File: src/logic/cib_map.svh
`ifndef CIB_MAP_SVH
`define CIB_MAP_SVH

// Register offsets, low three address bits
`define CIB_OFS_CTRL 3'h0
`define CIB_OFS_DATA_LO 3'h1
`define CIB_OFS_DATA_HI 3'h2
`define CIB_OFS_TMR_LO 3'h3
`define CIB_OFS_TMR_HI 3'h4
`define CIB_OFS_VEC_IO 3'h5
`define CIB_OFS_VEC_ERR 3'h6
`define CIB_OFS_VEC_TMR 3'h7

// Control register fields
`define CIB_CTL_PAR_LO 7
`define CIB_CTL_PAR_HI 6
`define CIB_CTL_TCE 5
`define CIB_CTL_TIE 4
`define CIB_CTL_PIE 3
`define CIB_CTL_DWSL 2
`define CIB_CTL_ERR 1
`define CIB_CTL_RDY 0

// Reset values
`define CIB_VEC_RST 8'h00
`define CIB_DATA_RST 8'hFF
`define CIB_TMR_RST 16'hFFFF
`define CIB_RDY_RST 1'h1

// Timer steps once per eight phase-one strobes
`define CIB_TMR_DIV_LAST 3'h7

`endif

File: src/logic/cib_pkg.sv
package cib_pkg;

  typedef enum logic [2:0] {
    idle_state = 3'b000,
    vector_to_bus_state = 3'b001,
    indirect_address_load_state = 3'b010,
    read_to_bus_state = 3'b011,
    address_capture_state = 3'b100,
    write_strobe_state = 3'b101,
    write_data_state = 3'b110,
    interrupt_ack_state = 3'b111
  } cib_bus_state_type;

  typedef enum logic [1:0] {
    src_none = 2'b00,
    src_err = 2'b01,
    src_io = 2'b10,
    src_tmr = 2'b11
  } cib_source_type;

endpackage

File: src/logic/cib_bus_port.sv
// Operation
// RL1 - Code 000 is no action; data lines stay released.
// RL2 - Code 001: acknowledged device drives its interrupt vector.
// RL3 - Code 010: addressed device supplies the address word.
// RL4 - Code 011: selected device drives addressed register contents.
// RL5 - Code 100: capture address from data lines for later cycles.
// RL6 - Code 110 carries write data; code 101 strobes it in.
// RL7 - Data lines released except when sending data or status.
// RL8 - Eight data lines are the low byte, address and data.
// RL9 - Phase-one clock marks when the bus code is valid.
// RL10 - Phase-one clock also steps the sixteen-bit timer.
// RL11 - Reads and writes only while chip select is asserted.
// RL12 - Interrupt request is open drain, pulled low to request.
// RL13 - Mask in and mask out form a priority daisy chain.
// RL14 - Highest-priority device has its mask in tied to ground.
// RL15 - Terminate pulse ends the interrupt service in progress.
// RL16 - Two eight-bit buffer registers hold written data.
// RL17 - Three vector registers: input/output, error and timer.
// RL18 - Vectors loaded after power clear, rewritable at any time.
// RL19 - Three interrupt priority levels among the sources.
// RL20 - Parity computed on each peripheral byte.
// RL21 - Peripheral lines read as line level, wire-ORed.
// RL22 - Parity bit reads 0 for even, 1 for odd.
// RL23 - Data buffers at offsets one and two; high byte at two.
// RL24 - Error summary highest priority, timer lowest.
// RL25 - On acknowledge request only if mask in low; raise mask out.
`timescale 1ns/1ps
`include "cib_map.svh"
module cib_bus_port (
  input wire logic ref_clk_i,
  input wire logic srst_i,
  input wire logic power_clear_n_i,
  input wire logic phase_one_clock_n_i,
  input wire logic bus_direction_line_i,
  input wire logic bus_control_one_i,
  input wire logic bus_control_two_i,
  input wire logic chip_select_n_i,
  input wire logic [7:0] host_data_lines_i,
  output logic [7:0] host_data_lines_o,
  output logic host_data_lines_oe_o,
  input wire logic terminate_interrupt_n_i,
  output logic interrupt_request_n_o,
  output logic interrupt_request_n_oe_o,
  input wire logic priority_mask_in_i,
  output logic priority_mask_out_o,
  input wire logic [15:0] peripheral_lines_i,
  output logic [15:0] peripheral_lines_o,
  output logic peripheral_enable_o,
  input wire logic attention_request_n_i,
  input wire logic error_n_i
);
  logic rst;
  logic strobe;
  logic ar_fall;
  logic tci_fall;
  cib_pkg::cib_bus_state_type cur;
  logic [2:0] addr;
  logic sel;
  logic [7:0] wdata;
  logic [7:0] data_lo;
  logic [7:0] data_hi;
  logic tce;
  logic tie;
  logic pie;
  logic dwsl;
  logic ready;
  logic [7:0] vec_io;
  logic [7:0] vec_err;
  logic [7:0] vec_tmr;
  logic tmr_flag;
  logic in_service;
  logic vec_due;
  cib_pkg::cib_source_type src_ack;
  cib_pkg::cib_source_type src_next;
  logic [15:0] tmr_count;
  logic tmr_end;

  // Power clear acts like the synchronous reset
  assign rst = srst_i | ~power_clear_n_i;

  // RL9 - strobe on phase one
  cib_fall_det #(.IDLE_LEVEL(1'b1)) u_ck1 (
    .ref_clk_i(ref_clk_i),
    .rst_i(rst),
    .level_i(phase_one_clock_n_i),
    .fall_o(strobe)
  );

  cib_fall_det #(.IDLE_LEVEL(1'b1)) u_ar (
    .ref_clk_i(ref_clk_i),
    .rst_i(rst),
    .level_i(attention_request_n_i),
    .fall_o(ar_fall)
  );

  // RL15 - terminate pulse edge
  cib_fall_det #(.IDLE_LEVEL(1'b1)) u_tci (
    .ref_clk_i(ref_clk_i),
    .rst_i(rst),
    .level_i(terminate_interrupt_n_i),
    .fall_o(tci_fall)
  );

  // RL9 - decode the bus code
  assign cur = cib_pkg::cib_bus_state_type'({bus_direction_line_i,
    bus_control_one_i, bus_control_two_i});

  wire st_vec = strobe & (cur == cib_pkg::vector_to_bus_state);
  wire st_bar = strobe & (cur == cib_pkg::address_capture_state);
  wire st_dw = strobe & (cur == cib_pkg::write_data_state);
  wire st_ack = strobe & (cur == cib_pkg::interrupt_ack_state);
  // RL3 - indirect load answers like a read
  wire st_rd = strobe & ((cur == cib_pkg::read_to_bus_state) |
    (cur == cib_pkg::indirect_address_load_state));
  wire st_dws = strobe & (cur == cib_pkg::write_strobe_state);

  // RL11 - accesses gated by captured select
  wire do_write = st_dws & sel;
  wire do_read = st_rd & sel;

  // Address decoding
  wire hit_ctrl = (addr == `CIB_OFS_CTRL);
  wire hit_dlo = (addr == `CIB_OFS_DATA_LO);
  wire hit_dhi = (addr == `CIB_OFS_DATA_HI);
  wire hit_tlo = (addr == `CIB_OFS_TMR_LO);
  wire hit_thi = (addr == `CIB_OFS_TMR_HI);
  wire hit_vio = (addr == `CIB_OFS_VEC_IO);
  wire hit_verr = (addr == `CIB_OFS_VEC_ERR);
  wire hit_vtmr = (addr == `CIB_OFS_VEC_TMR);

  // Handshake restarts on the byte that completes a word
  wire hit_last = dwsl ? hit_dhi : hit_dlo;
  wire data_touch = (do_write | do_read) & hit_last;

  // RL20 - byte parity
  // RL21 - from the line levels
  // RL22 - odd reads one
  wire par_lo = ^peripheral_lines_i[7:0];
  wire par_hi = ^peripheral_lines_i[15:8];

  wire [7:0] ctrl_rd = {par_lo, par_hi, tce, tie, pie, dwsl,
    error_n_i, ready};

  // RL21 - reads return line level
  // RL23 - high byte at offset two
  wire [7:0] rd_mux = hit_ctrl ? ctrl_rd :
    hit_dlo ? peripheral_lines_i[7:0] :
    hit_dhi ? peripheral_lines_i[15:8] :
    hit_tlo ? tmr_count[7:0] :
    hit_thi ? tmr_count[15:8] :
    hit_vio ? vec_io :
    hit_verr ? vec_err : vec_tmr;

  // RL24 - error first, timer last
  // RL19 - three levels
  wire pend_err = pie & ~error_n_i;
  wire pend_io = pie & ready;
  wire pend_tmr = tie & tce & tmr_flag;
  assign src_next = pend_err ? cib_pkg::src_err :
    pend_io ? cib_pkg::src_io :
    pend_tmr ? cib_pkg::src_tmr : cib_pkg::src_none;
  wire req_any = (src_next != cib_pkg::src_none);

  // RL13 - requests only when chain is open
  wire req_live = req_any & ~priority_mask_in_i & ~in_service;
  // RL25 - acknowledge only with mask in low
  wire ack = st_ack & req_live;

  // RL17 - vector of the acknowledged source
  wire [7:0] vec_sel = (src_ack == cib_pkg::src_err) ? vec_err :
    (src_ack == cib_pkg::src_io) ? vec_io : vec_tmr;

  // RL10 - timer stepped by phase one
  cib_timer u_tmr (
    .ref_clk_i(ref_clk_i),
    .rst_i(rst),
    .tick_i(strobe),
    .run_i(tce),
    .wr_lo_i(do_write & hit_tlo),
    .wr_hi_i(do_write & hit_thi),
    .data_i(wdata),
    .count_o(tmr_count),
    .end_o(tmr_end)
  );

  // RL5 - address and select captured
  always_ff @(posedge ref_clk_i) begin
    if (rst) begin
      addr <= 3'h0;
      sel <= 1'b0;
    end else if (st_bar) begin
      addr <= host_data_lines_i[2:0];
      sel <= ~chip_select_n_i;
    end
  end

  // RL6 - data phase holds the byte
  always_ff @(posedge ref_clk_i) begin
    if (rst) begin
      wdata <= 8'h00;
    end else if (st_dw) begin
      wdata <= host_data_lines_i;
    end
  end

  // RL16 - buffers hold until overwritten
  // RL6 - strobe commits the byte
  always_ff @(posedge ref_clk_i) begin
    if (rst) begin
      data_lo <= `CIB_DATA_RST;
      data_hi <= `CIB_DATA_RST;
    end else begin
      if (do_write & hit_dlo) begin
        data_lo <= wdata;
      end
      if (do_write & hit_dhi) begin
        data_hi <= wdata;
      end
    end
  end

  always_ff @(posedge ref_clk_i) begin
    if (rst) begin
      tce <= 1'b0;
      tie <= 1'b0;
      pie <= 1'b0;
      dwsl <= 1'b0;
    end else if (do_write & hit_ctrl) begin
      tce <= wdata[`CIB_CTL_TCE];
      tie <= wdata[`CIB_CTL_TIE];
      pie <= wdata[`CIB_CTL_PIE];
      dwsl <= wdata[`CIB_CTL_DWSL];
    end
  end

  // RL18 - vectors writable at any time
  always_ff @(posedge ref_clk_i) begin
    if (rst) begin
      vec_io <= `CIB_VEC_RST;
      vec_err <= `CIB_VEC_RST;
      vec_tmr <= `CIB_VEC_RST;
    end else begin
      if (do_write & hit_vio) begin
        vec_io <= wdata;
      end
      if (do_write & hit_verr) begin
        vec_err <= wdata;
      end
      if (do_write & hit_vtmr) begin
        vec_tmr <= wdata;
      end
    end
  end

  // Attention edge wins over the clearing access
  always_ff @(posedge ref_clk_i) begin
    if (rst) begin
      ready <= `CIB_RDY_RST;
    end else if (ar_fall) begin
      ready <= 1'b1;
    end else if (data_touch) begin
      ready <= 1'b0;
    end
  end

  // End of count wins over the service clear
  always_ff @(posedge ref_clk_i) begin
    if (rst) begin
      tmr_flag <= 1'b0;
    end else if (tmr_end) begin
      tmr_flag <= 1'b1;
    end else if (tci_fall & in_service &
                 (src_ack == cib_pkg::src_tmr)) begin
      tmr_flag <= 1'b0;
    end
  end

  // RL15 - terminate closes service
  // RL25 - acknowledge opens it
  always_ff @(posedge ref_clk_i) begin
    if (rst) begin
      in_service <= 1'b0;
      src_ack <= cib_pkg::src_none;
    end else if (tci_fall) begin
      in_service <= 1'b0;
    end else if (ack) begin
      in_service <= 1'b1;
      src_ack <= src_next;
    end
  end

  // One vector per acknowledge, so a later chain answer is not hit
  always_ff @(posedge ref_clk_i) begin
    if (rst) begin
      vec_due <= 1'b0;
    end else if (ack) begin
      vec_due <= 1'b1;
    end else if (st_vec) begin
      vec_due <= 1'b0;
    end
  end

  // RL1 - idle releases
  // RL7 - drive only read or vector
  // RL2 - vector onto the bus
  // RL4 - read data onto the bus
  // RL8 - low byte only
  always_ff @(posedge ref_clk_i) begin
    if (rst) begin
      host_data_lines_oe_o <= 1'b0;
      host_data_lines_o <= 8'h00;
    end else if (strobe) begin
      host_data_lines_oe_o <= do_read | (st_vec & vec_due);
      host_data_lines_o <= st_vec ? vec_sel : rd_mux;
    end else if (cur == cib_pkg::idle_state) begin
      // Let go before the next address phase
      host_data_lines_oe_o <= 1'b0;
    end
  end

  // RL12 - open drain, pulls low
  // RL13 - mask out blocks lower devices
  always_ff @(posedge ref_clk_i) begin
    if (rst) begin
      interrupt_request_n_o <= 1'b0;
      interrupt_request_n_oe_o <= 1'b0;
      priority_mask_out_o <= 1'b0;
    end else begin
      interrupt_request_n_o <= 1'b0;
      interrupt_request_n_oe_o <= req_live;
      priority_mask_out_o <= priority_mask_in_i | in_service | req_any;
    end
  end

  always_ff @(posedge ref_clk_i) begin
    if (rst) begin
      peripheral_lines_o <= {`CIB_DATA_RST, `CIB_DATA_RST};
      peripheral_enable_o <= ~`CIB_RDY_RST;
    end else begin
      peripheral_lines_o <= {data_hi, data_lo};
      peripheral_enable_o <= ~ready;
    end
  end
endmodule

File: src/logic/cib_fall_det.sv
`timescale 1ns/1ps
module cib_fall_det #(
  parameter logic IDLE_LEVEL = 1'b1
) (
  input wire logic ref_clk_i,
  input wire logic rst_i,
  input wire logic level_i,
  output logic fall_o
);
  logic prev;
  always_ff @(posedge ref_clk_i) begin
    if (rst_i) begin
      prev <= IDLE_LEVEL;
    end else begin
      prev <= level_i;
    end
  end
  assign fall_o = prev & ~level_i;
endmodule

File: src/logic/cib_timer.sv
`timescale 1ns/1ps
`include "cib_map.svh"
module cib_timer (
  input wire logic ref_clk_i,
  input wire logic rst_i,
  input wire logic tick_i,
  input wire logic run_i,
  input wire logic wr_lo_i,
  input wire logic wr_hi_i,
  input wire logic [7:0] data_i,
  output logic [15:0] count_o,
  output logic end_o
);
  logic [2:0] div;
  logic step;
  // Prescaler holds while disabled so no stray step
  assign step = tick_i & run_i & (div == `CIB_TMR_DIV_LAST);
  assign end_o = step & (count_o == 16'h0001);
  always_ff @(posedge ref_clk_i) begin
    if (rst_i) begin
      div <= 3'h0;
      count_o <= `CIB_TMR_RST;
    end else begin
      if (tick_i & run_i) begin
        div <= div + 3'h1;
      end
      if (wr_lo_i) begin
        count_o <= {count_o[15:8], data_i};
      end else if (wr_hi_i) begin
        count_o <= {data_i, count_o[7:0]};
      end else if (step) begin
        count_o <= count_o - 16'h0001;
      end
    end
  end
endmodule

File: config.mk
export PLATFORM = sky130hd
export DESIGN_NAME = cib_bus_port
export DESIGN_NICKNAME = d
export VERILOG_FILES = /design/src/logic/cib_pkg.sv /design/src/logic/cib_bus_port.sv /design/src/logic/cib_fall_det.sv /design/src/logic/cib_timer.sv
export VERILOG_INCLUDE_DIRS = /design/src /design/src/logic
export SDC_FILE = /design/constraint.sdc
export NUM_CORES = 1
export LEC_CHECK = 0
export BUFFER_PORTS_ARGS = -buffer_cell sky130_fd_sc_hd__buf_4
export CAP_MARGIN = 20
export CORE_AREA = 3 3 123 125
export DETAILED_ROUTE_END_ITERATION = 8
export DIE_AREA = 0 0 126 128
export GPL_TIMING_DRIVEN = 0
export SLEW_MARGIN = 0
export SYNTH_ARGS = -nofsm -noshare
export SYNTH_HDL_FRONTEND = slang
export SYNTH_SLANG_ARGS = --single-unit
export TNS_END_PERCENT = 100
File: constraint.sdc
create_clock -name ref_clk_i -period 2 [get_ports ref_clk_i]
set_clock_uncertainty 0.1 [all_clocks]
set_input_delay 0.5 -clock ref_clk_i [delete_from_list [all_inputs] [get_ports ref_clk_i]]
set_output_delay 0.5 -clock ref_clk_i [all_outputs]
set_load 0.01 [all_outputs]
======== Word-level counts from Yosys, hierarchy flattened ========
Cells that the tools add are included.
operators by class
  add/sub/neg operators ................... 2
  eq/ne operators ......................... 20
  mux-type cells .......................... 23
  bitwise gates (word level) .............. 50
  reductions and logical operators ........ 15
operators with widths
  operator               number
  $mux 8                 11
  $and 1x1->1            33
  $mux 16                2
  $eq 3x3->1 const B     9
  $eq 16x1->1 const B    1
  $reduce_xor 8->1       2
  $sub 16x1->16 const B  1
  $eq 3x2->1 const B     4
  $reduce_bool 2->1      6
  $not 1->1              11
  $mux 1                 7
  $eq 3x1->1 const B     2
  $logic_not 3->1        2
  $mux 2                 3
  $or 1x1->1             6
  $reduce_and 2->1       3
  $eq 2x2->1 const B     2
  $reduce_or 2->1        2
  $add 3x1->3 const B    1
  $eq 2x1->1 const B     1
  $ne 2x1->1 const B     1
word-level totals
  register bits after elaboration ......... 112
  input port bits ......................... 36
  output and inout bits ................... 29
  logic and storage cells ................. 139

======== Depth between registers and ports, before layout ========
Gate-level depths: netlist (run 1).
  depth in word-level cells ............... 10
  depth in mapped cells ................... 9
  gate-level depth less buffers ........... 7

======== By module ========
A second synthesis (run 1) with hierarchy kept.
second synthesis, totals
  cells, all modules ...................... 641
  area, all modules ....................... 5660.4 um^2
modules (own cells, without submodules)
  module        instances  cells an instance  area an instance (um^2)  seq. area each (um^2)
  cib_bus_port  1          483                4331.7                   1801.7
  cib_timer     1          149                1223.7                   380.4
  cib_fall_det  3          3                  35.0                     20.0

======== Worst setup path after synthesis (run 1) ========
OpenSTA, ideal clock, no wires.
  path kind ............................... input port to flip-flop
  start point ............................. input port bus_control_one_i
  end point ............................... register u_tmr.count_o[15]
  setup time .............................. 0.135 ns
  arrival ................................. 1.825 ns
  required time ........................... 1.765 ns
  setup slack ............................. -0.061 ns
  stages on the path ...................... 7
  buffers on the path ..................... 3
  cell sequence ........................... buf_2 -> and4b_1 -> or3b_1 -> buf_2 -> buf_6 -> a2111oi_4 -> a31oi_1
between the ends
  cells in the longest elaborated chain, start to end .. 6
  elaborated cells between the ends (all ways) .. 9
  those cells by class .................... eq/ne (1); mux (1); bitwise (5); reduce/logical (2)
RTL lines
  what                                                      line                                      text
  from (decl)                                               cib_bus_port.sv:35                        input wire logic bus_control_one_i,
  $eq 3x3->1 *                                              cib_bus_port.sv:115                       wire st_dws = strobe & (cur == cib_pkg::write_strobe_state);
  $and 1x1->1 *                                             cib_bus_port.sv:115
  $and 1x1->1 *                                             cib_bus_port.sv:118                       wire do_write = st_dws & sel;
  $and 1x1->1 (on tied branches)                            cib_bus_port.sv:180, cib_bus_port.sv:179
  $reduce_bool 2->1 (no line) or $not 1->1 (tied branches)  -
  $reduce_and 2->1 (no line)                                -
  to (signal assigned)                                      cib_timer.sv:22                           count_o <= `CIB_TMR_RST;
  to (signal assigned)                                      cib_timer.sv:28                           count_o <= {count_o[15:8], data_i};
  to (signal assigned)                                      cib_timer.sv:30                           count_o <= {data_i, count_o[7:0]};
  to (decl)                                                 cib_timer.sv:11                           output logic [15:0] count_o,
Mark *: on every way between the ends. The rest lies on a longest branch, timed or not. The select of a mux whose other input is x is not followed.
A chain may end at the register's enable or synchronous reset.

======== Worst setup path after layout (run 1) ========
  start point ............................. register tce
  end point ............................... register u_tmr.count_o[15]
between the ends
  cells in the longest elaborated chain, start to end .. 4
RTL lines
  what                         line                 text
  from (decl)                  cib_bus_port.sv:62   logic tce;
  from (signal assigned)       cib_bus_port.sv:229  tce <= wdata[`CIB_CTL_TCE];
  $and 1x1->1 (2 in a row)     cib_timer.sv:17      assign step = tick_i & run_i & (div == `CIB_TMR_DIV_LAST);
  $reduce_bool 2->1 (no line)  -
  $reduce_and 2->1 (no line)   -
No other way between the ends.

==> results of run 1 <==
==> sequential cells by signal (all words and copies together), names as in the netlist, 2 cells and up <==
| signal | cells |
|---|---|
| peripheral_lines_o | 16 |
| u_tmr.count_o | 16 |
| data_hi | 8 |
| data_lo | 8 |
| host_data_lines_o | 8 |
| vec_err | 8 |
| vec_io | 8 |
| vec_tmr | 8 |
| wdata | 8 |
| addr | 3 |
| u_tmr.div | 3 |
| src_ack | 2 |
==> synth_stat cells (3+ instances only) <==
master / n / area share, %
a211o_1: 3 / 0.47
mux4_2: 9 / 3.6
a211oi_1: 13 / 1.7
buf_2: 13 / 1.2
nor2_1: 47 / 3.1
nand2b_1: 30 / 3.3
nand4_1: 3 / 0.33
o21ai_1: 6 / 0.53
or4_1: 4 / 0.53
o211ai_1: 7 / 0.93
a31oi_1: 4 / 0.44
o221ai_1: 5 / 0.78
dfxtp_1: 112 / 40
o21ai_0: 15 / 1.3
or3_1: 6 / 0.67
nor3b_1: 5 / 0.67
ha_1: 4 / 0.89
nand2_1: 76 / 5.1
a21oi_1: 59 / 5.2
nor3_1: 5 / 0.44
xnor2_1: 13 / 2.0
a221o_1: 4 / 0.71
nor4_1: 3 / 0.33
nor2b_1: 10 / 1.1
buf_4: 6 / 0.80
mux2i_1: 47 / 8.4
xor2_1: 3 / 0.47
inv_1: 6 / 0.40
nand3_1: 35 / 3.1
clkbuf_1: 29 / 1.9
o31a_1: 4 / 0.62
==> power groups by stage <==
stage | Sequential, uW | Clock (uW) | Combinational, uW
floorplan | 2300 | 0 | 164
global placement | 2300 | 0 | 298
detailed placement | 2300 | 0 | 302
CTS | 2250 | 1820 | 304
global route | 2250 | 1890 | 326
finish | 2250 | 1780 | 307
==> cell families after synthesis <==
family | after synthesis | share of synthesized area, %
other | 1 | 0.0666
AO/OA/AOI/OAI | 141 | 16.5
buffers and inverters | 57 | 4.76
XOR/XNOR | 16 | 2.49
adder cells (fa/ha/maj) | 4 | 0.889
multiplexers | 56 | 12.0
flip-flops | 112 | 39.8
AND/OR/NAND/NOR | 249 | 23.5
==> layer usage <==
metal	up-vias	wire length, um	global-route usage, %	part of all wire [%]
met4	0	361	5.99	2.0
met1	2496	7570	28.2	42
met3	28	1360	5.21	7.6
met5	-	0	0	0
li1	2446	-	-	-
met2	211	8620	35.9	48
==> worst max-delay path, cell delays in order, from the launching register on <==
cell and delay [ns]:
dfxtp_1 0.54, and4b_2 0.38, o31a_1 0.22, a211oi_4 0.06, buf_4 0.15, buf_6 0.10
a311o_1 0.28, a31oi_1 0.15
==> metrics by stage <==
step           std cells  setup slack [ns]  total power (uW)  cell area, sq um  setup TNS (ns)
6_report             911           -0.0495              4330              6990         -0.0829
5_1_grt              911            -0.122              4470              6990          -0.578
4_1_cts              898           -0.0865              4370              6750          -0.443
3_5_place_dp         876            -0.316              2600              6350          -17.79
3_3_place_gp         876            -0.285              2600              6350          -15.38
2_1_floorplan        636           -0.0429              2460              5670          -0.293
==> area by class of cell <==
| cell class | instances | share of cell area (%) |
|---|---|---|
| Tap cell | 180 | 3.22 |
| Clock buffer | 11 | 3.61 |
| Buffer | 45 | 3.94 |
| Multi-Input combinational cell | 467 | 46.3 |
| Sequential cell | 112 | 32.2 |
| Clock inverter | 5 | 0.537 |
| Timing Repair Buffer | 85 | 9.77 |
| Inverter | 6 | 0.322 |
==> worst paths after layout <==
check                                        startpoint                          endpoint  slack (ns)  cells past startpoint
worst min-delay path                    chip_select_n_i                  sel$_SDFFE_PP0P_        0.22                      2
worst max register to register         tce$_SDFFE_PP0P_    u_tmr.count_o[15]$_SDFFE_PP1P_       -0.05                      7
worst max-delay path                   tce$_SDFFE_PP0P_    u_tmr.count_o[15]$_SDFFE_PP1P_       -0.05                      7
worst min register to register  data_hi[1]$_SDFFE_PP1P_  peripheral_lines_o[9]$_SDFF_PP1_        0.34                      1
==> what timing repair did <==
action	4_1_cts	5_1_grt
pin swaps	4	14
gates cloned	0	2
setup endpoints to repair	39	56
hold buffers	0	0
gates resized for setup	22	33
setup buffers	9	14
==> reports/metrics.csv, run 1 <==
metric,value,unit
outcome,"complete, but fails checks",
failed_checks,setup timing,
n_fill_cell,1316,
multi_input_area,3240,sq um
rsz0062_at_grt,yes,
rows,43,
grt_max_degree,20,
initialDrtViolationCount,536,
routabilityCongestion,0.945,
ant_nets,0,
cts_buffer_depth,2,
crit_type,register to register,
p_int,3290,uW
avgViaCountPerCell,5.69,
cts_made_buffers,9,
drc,0,
first_global_vias,4813,
track_usage,21.6,%
vias,5181,
wl_per_cell,19.7,um
hold_class,primary input to register,
combPwrFrac,7.1,%
synthCells,636,
async_flop_share,0,%
die_y,128,um
dr.pass1.iters,5,
setup_ws,-0.0495,ns
crit_required,2.20,ns
crit_path_start_kind,register,
design.core.area,14000,sq um
synth.distinct_cells,69,
avgSynthCellArea,8.85,sq um
slew_headroom,44.3,%
grt-ovfl-total,0,
worst_setup_path_end_kind,register,
post-route-util,50.0,%
synth_edf_count,0,
worstMarginPinSlew,0.835,ns
syn_to_final_growth,24.2,%
fin_nets,766,
ys_seq_elements,112,
syn_area,5630,sq um
diodes,0,
antenna_found_initial,0,
routed_wl,17900,um
period_needed,2.05,ns
hpwlAfterDp,12800,um
p_switching,1050,uW
fmax,0.488,GHz
die-area,16100,sq um
ff_latch_area,2250,sq um
hold_violations,0,
cts_max_level,3,
drive_above_1_share,24.8,%
p_clk_share,41.0,%
cp_max_fo,8,
final_common_cell,dfxtp_1,
layout_common_cells,"104 x dfxtp_1, 83 x buf_4, 70 x nand2_1",
slew_viol_final,0,
peakVddDrop,0.444,mV
tritoncts,built,
swShare,24.1,%
clk_latency,0.36,ns
yosysSeqAreaShare,39.8,%
clock-sinks,112,
synth_nets,676,
pwr_density_cell,620,nW/um^2
ios,65,
cts.clk_slew.worst_paths,0.08,ns
grt_pass1_wl,26900,um
synthFlopType,dfxtp_1,
clock-root-buffer,clkbuf_16,
fp.dieW,126,um
numPortBuffers,60,
worstPathArrival,2.25,ns
leakagePower,0.00247,uW
start_util,40.2,%
power.share.sequential,51.9,%
drv_cap,0,
post-route-period-util,102,%
ys_warn_count,0,
hold-worst-slack,0.217,ns
finalSetupViolCount,2,
Note: power is estimated with default switching activity, not from simulation.
==> inputs of run 2 (changes only) <==
--- a/config.mk
+++ b/config.mk
@@ -15,5 +15,6 @@
 export SLEW_MARGIN = 0
 export SYNTH_ARGS = -nofsm -noshare
 export SYNTH_HDL_FRONTEND = slang
+export SYNTH_HIERARCHICAL = 1
 export SYNTH_SLANG_ARGS = --single-unit
 export TNS_END_PERCENT = 100
==> reports/metrics.csv, run 2 <==
metric,value,unit
leakagePower,0.00248,uW
design.core.area,14000,sq um
die_y,128,um
routabilityCongestion,0.957,
synth.largest_area_cell,dfxtp_1,
outcome,"complete, but fails checks",
synthMuxAreaShare,12.6,%
cts_buffer_depth,2,
routed_wl,18100,um
fp.dieW,126,um
cts_made_buffers,9,
worst_setup_path_end_kind,register,
placed_area,6390,sq um
crit_required,2.14,ns
synthCells,641,
power,4470,uW
layout_common_cells,"108 x dfxtp_1, 79 x buf_4, 79 x nand2_1",
ant_nets,0,
initialDrtViolationCount,480,
cp_max_fo,8,
fmax,0.445,GHz
start_util,40.5,%
stdcell_area,7080,sq um
track_usage,22.1,%
post-route-period-util,112,%
grt_max_degree,20,
synthFlopType,dfxtp_1,
numPortBuffers,62,
diodes,0,
pwr_density_cell,632,nW/um^2
vias,5220,
hpwlAfterDp,13000,um
slew_viol_final,0,
n_fill_cell,1312,
setup_ws,-0.248,ns
synth.top_cells.by_count,"112 x dfxtp_1, 81 x nand2_1, 58 x mux2i_1",
clk_latency,0.36,ns
ys_top_cells_by_area,"dfxtp_1 40%, mux2i_1 10%, nand2_1 5.4%",
cts.clk_slew.worst_paths,0.08,ns
largest_registers,"peripheral_lines_o x16, u_tmr/count_o x16",
failed_checks,setup timing,
synth_edf_count,0,
antenna_found_initial,0,
tns,-3.62,ns
final_common_cell,dfxtp_1,
clock-sinks,112,
period_needed,2.25,ns
tritoncts,built,
cts_max_level,3,
fin_nets,767,
synth_nets,681,
synth_top_area_share,39.6,%
ys_seq_elements,112,
synth_simple_gate_area_share,23.9,%
hold_violations,0,
synth.distinct_cells,72,
multi_input_area,3380,sq um
synth_compound_area_share,15.4,%
post-route-util,50.6,%
hold_class,primary input to register,
crit_path_start_kind,primary input,
grt-ovfl-total,0,
first_global_vias,4833,
worstPathArrival,2.39,ns
syn_area,5660,sq um
yosysSeqAreaShare,39.6,%
finalSetupViolCount,32,
syn_to_final_growth,25.0,%
worstMarginPinSlew,0.721,ns
ys_warn_count,6,
rsz0062_at_grt,yes,
avgViaCountPerCell,5.74,
dr.pass1.iters,5,
peakVddDrop,0.377,mV
rows,43,
synth_top_family_by_area,simple AND/OR/NAND/NOR gates,
synth-adder-area-share,0.884,%
synthXorXnorAreaFrac,3.09,%
dpl_worst_slack,-1.06,ns
crit_type,primary input to register,
drc,0,
ios,65,
die-area,16100,sq um
async_flop_share,0,%
drive_above_1_share,25.5,%
drv_cap,0,
synth_most_common_cell,dfxtp_1,
clock-root-buffer,clkbuf_16,
ff_latch_area,2250,sq um
grt_pass1_wl,27600,um
slew_headroom,51.9,%
avgSynthCellArea,8.83,sq um
wl_per_cell,19.9,um
## run 2: changes by cell type after synthesis, sizes merged, moves of 8 or more
cell and change:
a21oi -11, clkbuf -8, mux2i +11, nand3 -17
o21ai +9
## run 2: kinds of logic after synthesis
family | after synthesis
DFF | 112
adders and majority gates | 4
muxes | 65
xor gates and xnor gates | 20
other | 1
buffers and inverters | 51
AOI/OAI and AO/OA | 139
and+or+nand+nor | 249
## run 2: cell type report
class,instances,share of cell area (%)
timing repair buffer,80,8.80
multi-input combinational,478,47.8
clock inverter,4,1.10
clock buffer,10,3.24
buffer,37,3.62
inverter,9,0.548
tap,180,3.18
sequential,112,31.8
## run 2: final timing paths
path / start / endpoint / slack (ns) / cells past startpoint
max: phase_one_clock_n_i / u_tmr/count_o[13]$_SDFFE_PP1P_ / -0.25 / 10
min: priority_mask_in_i / interrupt_request_n_oe_o$_SDFF_PP0_ / 0.21 / 2
max reg2reg: u_ck1/prev$_SDFF_PP1_ / u_tmr/count_o[13]$_SDFFE_PP1P_ / -0.22 / 9
min reg2reg: data_lo[7]$_SDFFE_PP1P_ / peripheral_lines_o[7]$_SDFF_PP1_ / 0.34 / 1
## run 2: repair_timing
action,CTS,global route
setup buffers,13,5
hold buffers,0,0
pin swaps,17,9
setup endpoints to repair,51,48
gates resized for setup,40,40
hold endpoints to repair,0,0
## run 2: metrics by stage
stage	std cells	hold WS, ns
final	910	0.215
after global routing	910	0.211
after CTS	906	0.207
after detailed placement	883	0.322
after global placement	883	0.322
after floorplan	641	0.310
## run 2: report_power, final
| group | switching [uW] | internal, uW | total (uW) |
|---|---|---|---|
| Combinational | 169 | 139 | 308 |
| Sequential | 12.7 | 2240 | 2250 |
| Clock | 820 | 1090 | 1910 |
## run 2: per-layer routing
metal,wire [um],GRT usage [%],vias to the layer above
met5,0,0,-
met1,7930,30.2,2463
met4,604,9.65,0
met2,8220,34.3,245
li1,-,-,2473
met3,1380,3.92,39
## run 2: worst max-delay path: stages
cell and delay, ns:
buf_6 0.09, and2b_4 0.29, buf_6 0.12, nand4_4 0.09
buf_8 0.15, nor3_4 0.29, buf_6 0.15, inv_4 0.05
or4_1 0.51, o311a_1 0.13
